$ cat config.mk
export PLATFORM = sky130hd
export DESIGN_NAME = changeover_control_fault_latch
export DESIGN_NICKNAME = d
export VERILOG_FILES = /design/src/rtl/changeover_pkg.sv /design/src/rtl/changeover_control_fault_latch.sv
export SDC_FILE = /design/constraint.sdc
export NUM_CORES = 1
export LEC_CHECK = 0
export BUFFER_PORTS_ARGS = -buffer_cell sky130_fd_sc_hd__buf_2
export CORE_ASPECT_RATIO = 0.9
export CORE_MARGIN = 8
export CORE_UTILIZATION = 48
export CTS_CLUSTER_DIAMETER = 30
export CTS_CLUSTER_SIZE = 25
export DETAILED_ROUTE_END_ITERATION = 10
export PLACE_DENSITY = 0.76
export SLEW_MARGIN = 40
export SYNTH_ARGS = -nofsm -noshare
export SYNTH_HDL_FRONTEND = slang
export SYNTH_SLANG_ARGS = --single-unit
$ cat constraint.sdc
create_clock -name clock -period 1.85 [get_ports clock]
set_clock_uncertainty 0.15 [all_clocks]
set_input_delay 0.37 -clock clock [delete_from_list [all_inputs] [get_ports clock]]
set_output_delay 0.37 -clock clock [all_outputs]
set_load 0.01 [all_outputs]
$ cat src/rtl/changeover_pkg.sv
`default_nettype none
package changeover_pkg;
	// channel layout: alarm channels are a contiguous span of the channels
	localparam int NUM_CH = 11;
	localparam int ALM_FIRST = 3;
	localparam int ALM_LAST = 11;
	localparam int NUM_ALM = ALM_LAST - ALM_FIRST + 1;
	localparam int NUM_REMOTE = 3;

	// remote input positions in the synchronised vector
	localparam int RIN_AUTO = 0;
	localparam int RIN_SRC = 1;
	localparam int RIN_RST = 2;

	// timing, figures in milliseconds, counts derived from the clock rate
	localparam int CLK_HZ = 40_000_000;
	localparam int DEBOUNCE_MS = 10;
	localparam int BLINK_HALF_MS = 250;
	localparam int DEBOUNCE_CYC = DEBOUNCE_MS * (CLK_HZ / 1000);
	localparam int BLINK_HALF_CYC = BLINK_HALF_MS * (CLK_HZ / 1000);

	// apb register byte offsets
	localparam logic [7:0] NET_CFG_OFS = 8'h00;
	localparam logic [7:0] CMD_OFS = 8'h04;
	localparam logic [7:0] STATUS_OFS = 8'h08;
	localparam logic [7:0] FAULTS_OFS = 8'h0c;
	localparam logic [7:0] ALARMS_OFS = 8'h10;

	// field positions
	localparam int CFG_MODE_BIT = 0;
	localparam int CFG_IND_BIT = 1;
	localparam int CMD_RESET_BIT = 0;
	localparam int ST_AUTH_BIT = 0;
	localparam int ST_SPARE_BIT = 1;
	localparam int ST_TROUBLE_BIT = 2;
	localparam int ST_AUTO_BIT = 3;
	localparam int ST_PWR_BIT = 4;
	localparam int FLT_SPARE_POS = 16;

	// settings that either the panel switches or the network supply
	typedef struct packed {
		logic out_alarm_ind; // 1: per-channel output alarms shown
		logic fault_alarm_mode; // 1: fault plus alarm, 0: fault only
	} cfg_s;

	localparam cfg_s NET_CFG_RST = '{out_alarm_ind: 1'b1,
		fault_alarm_mode: 1'b0};

	typedef enum logic [1:0] {
		AUTH_PANEL = 2'b01,
		AUTH_NET = 2'b10
	} auth_e;

	typedef enum logic [1:0] {
		SRC_MAIN = 2'b01,
		SRC_SPARE = 2'b10
	} src_e;
endpackage
`default_nettype wire

$ cat src/rtl/changeover_control_fault_latch.sv
// Function
// RULE1: configuration from panel or network per authority
// RULE2: authority key toggles panel and network
// RULE3: network settings restored on return to network
// RULE4: authority resets to panel
// RULE5: fault lamp lit per faulted channel
// RULE6: feed summary lamp blinks on feed fault
// RULE7: fault lamps stay latched until reset
// RULE8: reset clears all latched indications
// RULE9: alarm lamps only channels three to eleven
// RULE10: alarmed channel bypasses its amplifier
// RULE11: indication switch off darkens alarm lamps
// RULE12: power lamp on error or supply off
// RULE13: remote low disables auto switching
// RULE14: panel auto off ignores remote input
// RULE15: each remote low toggles source once
// RULE16: status outputs show selected feed
// RULE17: fault-only mode flags any feed fault
// RULE18: fault-plus-alarm mode also flags alarms
// RULE19: trouble flag sticky until reset
// RULE20: remote party drives reset low
// RULE21: isolated contact conducts like trouble flag
// RULE22: indication off keeps channel alarms from flag
// RULE23: auto switching leaves faulted output feed
// RULE24: selected source resets to main
// RULE25: remote inputs synchronised, debounced, edge driven
`default_nettype none
module changeover_control_fault_latch #(
	parameter int DEBOUNCE_CYC = changeover_pkg::DEBOUNCE_CYC,
	parameter int BLINK_HALF_CYC = changeover_pkg::BLINK_HALF_CYC
) (
	input wire logic clock, // 40 mhz system clock
	input wire logic sys_rst, // synchronous reset, active high
	input wire logic psel, // apb select
	input wire logic penable, // apb access phase
	input wire logic pwrite, // apb write
	input wire logic [7:0] paddr, // apb byte address
	input wire logic [31:0] pwdata, // apb write data
	output logic [31:0] prdata, // apb read data
	output logic pready, // apb ready
	output logic pslverr, // apb error on unmapped address
	input wire changeover_pkg::cfg_s panel_cfg, // top-panel switch bank
	input wire logic auth_key, // authority key press, one pulse
	input wire logic src_key, // source key press, one pulse
	input wire logic reset_key, // reset key press, one pulse
	input wire logic panel_auto_en, // panel auto-switch setting
	input wire logic [10:0] main_fault, // main feed fault detectors
	input wire logic [10:0] spare_fault, // spare feed fault detectors
	input wire logic [8:0] out_err, // output errors, channels 3..11
	input wire logic psu_err, // supply output error
	input wire logic [1:0] psu_on, // supply on, one per supply
	input wire logic remote_auto_n, // remote auto-switch disable, low
	input wire logic remote_src_n, // remote source toggle, low
	input wire logic remote_rst_n, // remote reset, low
	output changeover_pkg::cfg_s active_cfg, // configuration in force
	output logic auth_net_lamp, // high while network authority
	output logic [10:0] main_fault_lamp, // per-channel main fault lamps
	output logic [10:0] spare_fault_lamp, // per-channel spare lamps
	output logic main_sum_lamp, // blinking main summary lamp
	output logic spare_sum_lamp, // blinking spare summary lamp
	output logic [8:0] alarm_lamp, // output alarm lamps, ch 3..11
	output logic [8:0] amp_bypass, // route input straight to output
	output logic power_lamp, // power alarm lamp
	output logic [1:0] psu_off_lamp, // lamp of a supply that is off
	output logic auto_active, // automatic switching in effect
	output logic main_sel, // high while main feed selected
	output logic spare_sel, // high while spare feed selected
	output logic summary_trouble_flag, // sticky trouble output
	output logic trouble_contact_on // isolated contact pair conducts
);
	localparam int DCW = $clog2(DEBOUNCE_CYC + 1);
	localparam int BCW = $clog2(BLINK_HALF_CYC + 1);
	localparam int NR = changeover_pkg::NUM_REMOTE;

	changeover_pkg::auth_e auth_q;
	changeover_pkg::src_e src_q;
	changeover_pkg::cfg_s net_cfg_q;
	logic [NR-1:0] sync1_q, sync2_q, stable_q, stable_prev_q;
	logic [10:0] main_lat_q, spare_lat_q;
	logic [8:0] alm_lat_q;
	logic trouble_q;
	logic [BCW-1:0] blink_cnt_q;
	logic blink_q;
	logic pready_q, pslverr_q;
	logic [31:0] prdata_q;
	logic wr_en, cmd_reset, clear_all, remote_src_fall, remote_rst_fall;
	logic auto_en, main_any, spare_any, auto_swap, manual_swap;
	logic pwr_alarm, alarm_any, trouble_set, addr_ok;
	logic [31:0] rd_word;

	//////////////////////////////////////////////////////////////////////
	// remote connector inputs: two-flop synchroniser, then debounce

	// open pins pull high, so idle levels are one
	always_ff @(posedge clock) begin
		if (sys_rst) begin
			sync1_q <= '1;
			sync2_q <= '1;
		end else begin
			sync1_q <= {remote_rst_n, remote_src_n, remote_auto_n}; // [RULE25]
			sync2_q <= sync1_q;
		end
	end

	// a level must hold a full debounce time before it is believed
	for (genvar i = 0; i < NR; i++) begin : g_deb
		logic [DCW-1:0] cnt_q;
		always_ff @(posedge clock) begin
			if (sys_rst) begin
				cnt_q <= '0;
				stable_q[i] <= 1'b1;
			end else if (sync2_q[i] == stable_q[i]) begin
				cnt_q <= '0;
			end else if (cnt_q == DCW'(DEBOUNCE_CYC - 1)) begin
				cnt_q <= '0;
				stable_q[i] <= sync2_q[i]; // [RULE25]
			end else begin
				cnt_q <= cnt_q + 1'b1;
			end
		end
	end

	// previous debounced level for edge detection
	always_ff @(posedge clock) begin
		if (sys_rst) begin
			stable_prev_q <= '1;
		end else begin
			stable_prev_q <= stable_q;
		end
	end

	// one pulse per new low application
	assign remote_src_fall = stable_prev_q[changeover_pkg::RIN_SRC] &
		~stable_q[changeover_pkg::RIN_SRC]; // [RULE15] [RULE25]
	assign remote_rst_fall = stable_prev_q[changeover_pkg::RIN_RST] &
		~stable_q[changeover_pkg::RIN_RST]; // [RULE20]

	//////////////////////////////////////////////////////////////////////
	// apb slave: one wait state so read data comes from a flip-flop

	assign addr_ok = (paddr == changeover_pkg::NET_CFG_OFS) ||
		(paddr == changeover_pkg::CMD_OFS) ||
		(paddr == changeover_pkg::STATUS_OFS) ||
		(paddr == changeover_pkg::FAULTS_OFS) ||
		(paddr == changeover_pkg::ALARMS_OFS);

	// read mux; unmapped and write-only words read zero
	always_comb begin
		rd_word = '0;
		case (paddr)
			changeover_pkg::NET_CFG_OFS: begin
				rd_word[changeover_pkg::CFG_MODE_BIT] =
					net_cfg_q.fault_alarm_mode;
				rd_word[changeover_pkg::CFG_IND_BIT] = net_cfg_q.out_alarm_ind;
			end
			changeover_pkg::STATUS_OFS: begin
				rd_word[changeover_pkg::ST_AUTH_BIT] =
					(auth_q == changeover_pkg::AUTH_NET);
				rd_word[changeover_pkg::ST_SPARE_BIT] =
					(src_q == changeover_pkg::SRC_SPARE);
				rd_word[changeover_pkg::ST_TROUBLE_BIT] = trouble_q;
				rd_word[changeover_pkg::ST_AUTO_BIT] = auto_en;
				rd_word[changeover_pkg::ST_PWR_BIT] = pwr_alarm;
			end
			changeover_pkg::FAULTS_OFS: begin
				rd_word[10:0] = main_lat_q;
				rd_word[changeover_pkg::FLT_SPARE_POS +: 11] = spare_lat_q;
			end
			changeover_pkg::ALARMS_OFS: begin
				rd_word[8:0] = alm_lat_q;
			end
			default: begin
				rd_word = '0;
			end
		endcase
	end

	// ready rises in the second access cycle with data and error captured
	always_ff @(posedge clock) begin
		if (sys_rst) begin
			pready_q <= 1'b0;
			pslverr_q <= 1'b0;
			prdata_q <= '0;
		end else begin
			pready_q <= psel & penable & ~pready_q;
			if (psel & penable & ~pready_q) begin
				pslverr_q <= ~addr_ok;
				prdata_q <= pwrite ? '0 : rd_word;
			end
		end
	end

	assign pready = pready_q;
	assign pslverr = pready_q & pslverr_q;
	assign prdata = prdata_q;
	assign wr_en = psel & penable & pready_q & pwrite & addr_ok;
	assign cmd_reset = wr_en & (paddr == changeover_pkg::CMD_OFS) &
		pwdata[changeover_pkg::CMD_RESET_BIT];

	// network settings keep their value across authority changes; writes land under either
	always_ff @(posedge clock) begin
		if (sys_rst) begin
			net_cfg_q <= changeover_pkg::NET_CFG_RST;
		end else if (wr_en && paddr == changeover_pkg::NET_CFG_OFS) begin
			net_cfg_q.fault_alarm_mode <= pwdata[changeover_pkg::CFG_MODE_BIT];
			net_cfg_q.out_alarm_ind <= pwdata[changeover_pkg::CFG_IND_BIT];
		end
	end

	//////////////////////////////////////////////////////////////////////
	// configuration authority

	always_ff @(posedge clock) begin
		if (sys_rst) begin
			auth_q <= changeover_pkg::AUTH_PANEL; // [RULE4]
		end else if (auth_key) begin
			case (auth_q) // [RULE2]
				changeover_pkg::AUTH_PANEL: auth_q <= changeover_pkg::AUTH_NET;
				changeover_pkg::AUTH_NET: auth_q <= changeover_pkg::AUTH_PANEL;
				default: auth_q <= changeover_pkg::AUTH_PANEL;
			endcase
		end
	end

	// stored network values come back untouched on the switch over
	assign active_cfg = (auth_q == changeover_pkg::AUTH_NET) ?
		net_cfg_q : panel_cfg; // [RULE1] [RULE3]
	assign auth_net_lamp = (auth_q == changeover_pkg::AUTH_NET);

	//////////////////////////////////////////////////////////////////////
	// source selection

	assign auto_en = panel_auto_en &
		stable_q[changeover_pkg::RIN_AUTO]; // [RULE13] [RULE14]
	assign auto_active = auto_en;
	assign main_any = |main_fault;
	assign spare_any = |spare_fault;
	// a fault on both feeds gives nothing better to switch to
	assign auto_swap = auto_en & (src_q == changeover_pkg::SRC_MAIN ?
		(main_any & ~spare_any) : (spare_any & ~main_any)); // [RULE23]
	assign manual_swap = src_key | remote_src_fall; // [RULE15]

	always_ff @(posedge clock) begin
		if (sys_rst) begin
			src_q <= changeover_pkg::SRC_MAIN; // [RULE24]
		end else if (manual_swap | auto_swap) begin
			case (src_q)
				changeover_pkg::SRC_MAIN: src_q <= changeover_pkg::SRC_SPARE;
				changeover_pkg::SRC_SPARE: src_q <= changeover_pkg::SRC_MAIN;
				default: src_q <= changeover_pkg::SRC_MAIN;
			endcase
		end
	end

	assign main_sel = (src_q == changeover_pkg::SRC_MAIN); // [RULE16]
	assign spare_sel = (src_q == changeover_pkg::SRC_SPARE); // [RULE16]

	//////////////////////////////////////////////////////////////////////
	// latched indications; a new event in a clearing cycle still lands

	assign clear_all = reset_key | remote_rst_fall | cmd_reset; // [RULE8]

	always_ff @(posedge clock) begin
		if (sys_rst) begin
			main_lat_q <= '0;
			spare_lat_q <= '0;
			alm_lat_q <= '0;
		end else begin
			main_lat_q <= (clear_all ? '0 : main_lat_q) | main_fault; // [RULE7]
			spare_lat_q <= (clear_all ? '0 : spare_lat_q) | spare_fault;
			alm_lat_q <= (clear_all ? '0 : alm_lat_q) | out_err; // [RULE9]
		end
	end

	assign main_fault_lamp = main_lat_q; // [RULE5]
	assign spare_fault_lamp = spare_lat_q; // [RULE5]
	assign alarm_lamp = active_cfg.out_alarm_ind ? alm_lat_q : '0; // [RULE11]
	// bypass does not depend on the lamp mask: the path is still bad
	assign amp_bypass = alm_lat_q; // [RULE10]

	// live supply state; a supply that is off is not a latched event
	assign pwr_alarm = psu_err | ~(&psu_on); // [RULE12]
	assign power_lamp = pwr_alarm;
	assign psu_off_lamp = ~psu_on; // [RULE12]

	// summary blink clock shared by both feed lamps
	always_ff @(posedge clock) begin
		if (sys_rst) begin
			blink_cnt_q <= '0;
			blink_q <= 1'b0;
		end else if (blink_cnt_q == BCW'(BLINK_HALF_CYC - 1)) begin
			blink_cnt_q <= '0;
			blink_q <= ~blink_q;
		end else begin
			blink_cnt_q <= blink_cnt_q + 1'b1;
		end
	end

	assign main_sum_lamp = (|main_lat_q) & blink_q; // [RULE6]
	assign spare_sum_lamp = (|spare_lat_q) & blink_q; // [RULE6]

	//////////////////////////////////////////////////////////////////////
	// summary trouble flag and isolated contact

	assign alarm_any = (active_cfg.out_alarm_ind & (|out_err)) |
		pwr_alarm; // [RULE22]
	assign trouble_set = main_any | spare_any | // [RULE17]
		(active_cfg.fault_alarm_mode & alarm_any); // [RULE18]

	always_ff @(posedge clock) begin
		if (sys_rst) begin
			trouble_q <= 1'b0;
		end else begin
			trouble_q <= (trouble_q & ~clear_all) | trouble_set; // [RULE19]
		end
	end

	assign summary_trouble_flag = trouble_q;
	assign trouble_contact_on = trouble_q; // [RULE21]
endmodule
`default_nettype wire

==> results.md <==
* Drt first pass iters at 5
* Filler cell count at approximately 1,100
* Status: complete, but fails checks
* Peak supply drop at 0.646 mV
* Clock tree sinks at roughly 160
* Worst-path clk slew at 0.07 ns
* Cell Area, Synth at 0.00666 sq mm
* Max-cap violations at 0
* Sequential power share at 0.465
* Seq. cell area at around 0.0031 sq mm
* Multi-input logic area at between 0.003 and 0.004 sq mm
* Dominant synthesized flop cell: dfxtp_1
* DP HPWL at about 13,000 um
* Ys async rst share at 0
* Sequential area share after synthesis at 0.466
* Commonest cells after routing, fill and taps aside: buf_2, dfxtp_1, buf_4
* Setup TNS at -1.90 ns
* Top cells by area, synth: dfxtp_1, nor2_1, a22o_1
* Largest net degree at the start of global routing at 25
* Synth area leader: dfxtp_1
* Peak Freq at ~490 MHz
* #FFs+latches synth at 155
* Worst min path class: primary input to flop
* Global-route usage over all layers at 0.201
* Antenna cells at 0
* Synth-to-layout area growth at 36.7%
* Worst EP required at approximately 1.3 ns
* Routed via count at roughly 6,300
* Final WS setup at -0.205 ns
* Crit Path Class: flop to output port
* Yosys warning count at 0
* Final GP Congestion at 0.881
* H-tree Lvls at 4
* DR WL/cell at ~16 um
* Die width at 140 um
* Fin. max-slew vios at 0
* Post-route insts no fill at ~1,100
* EDFF count, synth at 0
* Fin crit share at 1.11
* Routed Antenna Nets at 0
* PD cells at 830 mW/mm^2
* Via density at 5.52
* Synth cell types at 60
* Clk root buf: clkbuf_16
* Gate power share at 0.077
* Final WL at ~19,000 um
* Number of cells produced by synthesis at 730
* Share of Yosys cell area claimed by the top area cell type at 0.466
* I/O pin count at 175
* Overflow after GRT at 0
* Hold WS at about 0.018 ns
* Failing checks: setup timing
* CTS Buf Count at 17
* Vias in the first global route at around 6,000
* CTS tree: yes
* Final hold vios at 0
* Commonest non-fill, non-tap cell in the layout: buf_2
* Nets at between 1,000 and 1,500
* Die footprint at 0.0179 sq mm
* DRT iter0 DRCs at ~360
* Initial antenna violation count at 1
* WP data arrival at approximately 1.5 ns
* Core area at roughly 0.014 sq mm
* IO Port Bufs at 134
* Critical Path End Type: output port
* Net Sw Power at 1.94 mW
* Net Sw Frac at 0.257
* Leak pwr at between 3 and 4 nW
* Crit path launch type: flop
* CP max FO at 6
* Clock share of power at 0.458
* RSZ-0062 raised after global routing: yes
* Syn avg cell area at around 9.1 sq um
* Final setup violation count at 12
* Internal at ~5.6 mW
* Rows at 41
* Effective utilization at floorplan at 0.482
* Die Height at roughly 130 um
* First-pass GRT wire length at a little under 30,000 um
* Inst Count DP at about 1,100
* Post-layout min period at a little over 2 ns
* Clk Latency, worst-skew pair at 0.43 ns
* Clock tree buffer depth at 2
* Share of layout cells above drive strength 1 at 0.363
* Drt drc at 0
-- power by group through the flow --
stage,combinational (mW),clock (mW),sequential [mW]
3_5_place_dp,0.510,0,3.57
2_1_floorplan,0.246,0,3.57
4_1_cts,0.563,3.49,3.50
3_3_place_gp,0.502,0,3.57
6_report,0.581,3.46,3.51
5_1_grt,0.628,3.65,3.52
-- per-layer routing --
layer,vias to the layer above,part of all wire,global-route usage
li1,3108,-,-
met1,2984,0.43,0.241
met2,170,0.48,0.330
met3,42,0.064,0.0652
met4,2,0.021,0.0746
met5,-,0.00069,0
-- cell usage after synthesis, types with 8 or more instances --
library cell / n
buf_4: 12
xnor2_1: 26
nand2_1: 31
or4_1: 16
inv_1: 24
a22o_1: 31
a21oi_1: 33
or3_1: 18
xor2_1: 25
nor4_1: 18
nand3_1: 36
or2_2: 8
o21ai_0: 24
nor3_1: 8
and3_1: 13
nand4_1: 23
o31ai_1: 14
a22oi_1: 21
and2_1: 9
dfxtp_1: 155
nor2_1: 85
nor2b_1: 11
clkbuf_1: 18
-- final timing paths --
| path | start | to | slack, ns | depth (start not counted) |
|---|---|---|---|---|
| max | auth_q[0] | alarm_lamp[7] | -0.20 | 5 |
| min | main_fault[9] | main_fault_lamp[9] | 0.02 | 2 |
| min reg2reg | sync1_q[1] | sync2_q[1] | 0.25 | 1 |
| max reg2reg | g_deb[1].cnt_q[10] | g_deb[1].cnt_q[15] | 0.02 | 4 |
-- worst max-delay path, cell delays in order (launching register included) --
cell      delay [ns]
dfxtp_2         0.32
nand2b_4        0.15
mux2i_4         0.20
buf_6           0.14
nor2b_1         0.12
buf_2           0.16
-- what timing repair did --
| item | in CTS | in global routing |
|---|---|---|
| hold buffers | 6 | 0 |
| hold endpoints to repair | 6 | 0 |
| pin swaps | 10 | 7 |
| resized for setup | 35 | 43 |
| setup endpoints to repair | 21 | 47 |
| buffers inserted | 10 | 5 |
| gates cloned | 1 | 0 |
-- metrics by stage --
stage | utilization | cell area (sq um) | power [mW] | worst slack (ns)
floorplan | - | 6730 | 3.82 | -0.0343
global placement | 0.585 | 8070 | 4.07 | -0.181
detailed placement | 0.585 | 8070 | 4.08 | -0.197
CTS | 0.645 | 8900 | 7.55 | -0.186
global route | 0.659 | 9100 | 7.79 | -0.235
finish | 0.659 | 9100 | 7.55 | -0.205
-- flip-flops by register name (all words and copies together) (netlist names) --
register and cells:
net_cfg_q 2, amp_bypass 9, sync1_q 3, main_fault_lamp 11, sync2_q 3, spare_fault_lamp 11, pslverr_q 1, src_q 2
auth_q 2, blink_cnt_q 24, blink_q 1, pready 1, summary_trouble_flag 1, g_deb.cnt_q 57, prdata 22, stable_q 3
stable_prev_q 2
-- cell type report --
class | instances | area share
sequential | 155 | 0.345
multi-input combinational | 520 | 0.386
inverter | 25 | 0.0106
clock inverter | 15 | 0.0173
timing repair buffer | 239 | 0.171
tap | 172 | 0.0237
clock buffer | 17 | 0.0468
-- logic make-up (layout without fill, tap and decap cells) --
group / after synthesis / in the layout / share of synthesized area
AOI/OAI and AO/OA: 143 / 143 / 0.148
xor gates and xnor gates: 51 / 51 / 0.0671
adders and majority gates: 4 / 4 / 0.00752
buffers and inverters: 64 / 296 / 0.0453
DFF: 155 / 155 / 0.466
muxes: 8 / 8 / 0.0133
other: 1 / 10 / 0.000563
and+or+nand+nor: 304 / 304 / 0.252
Power figures use the tool's default switching activity.
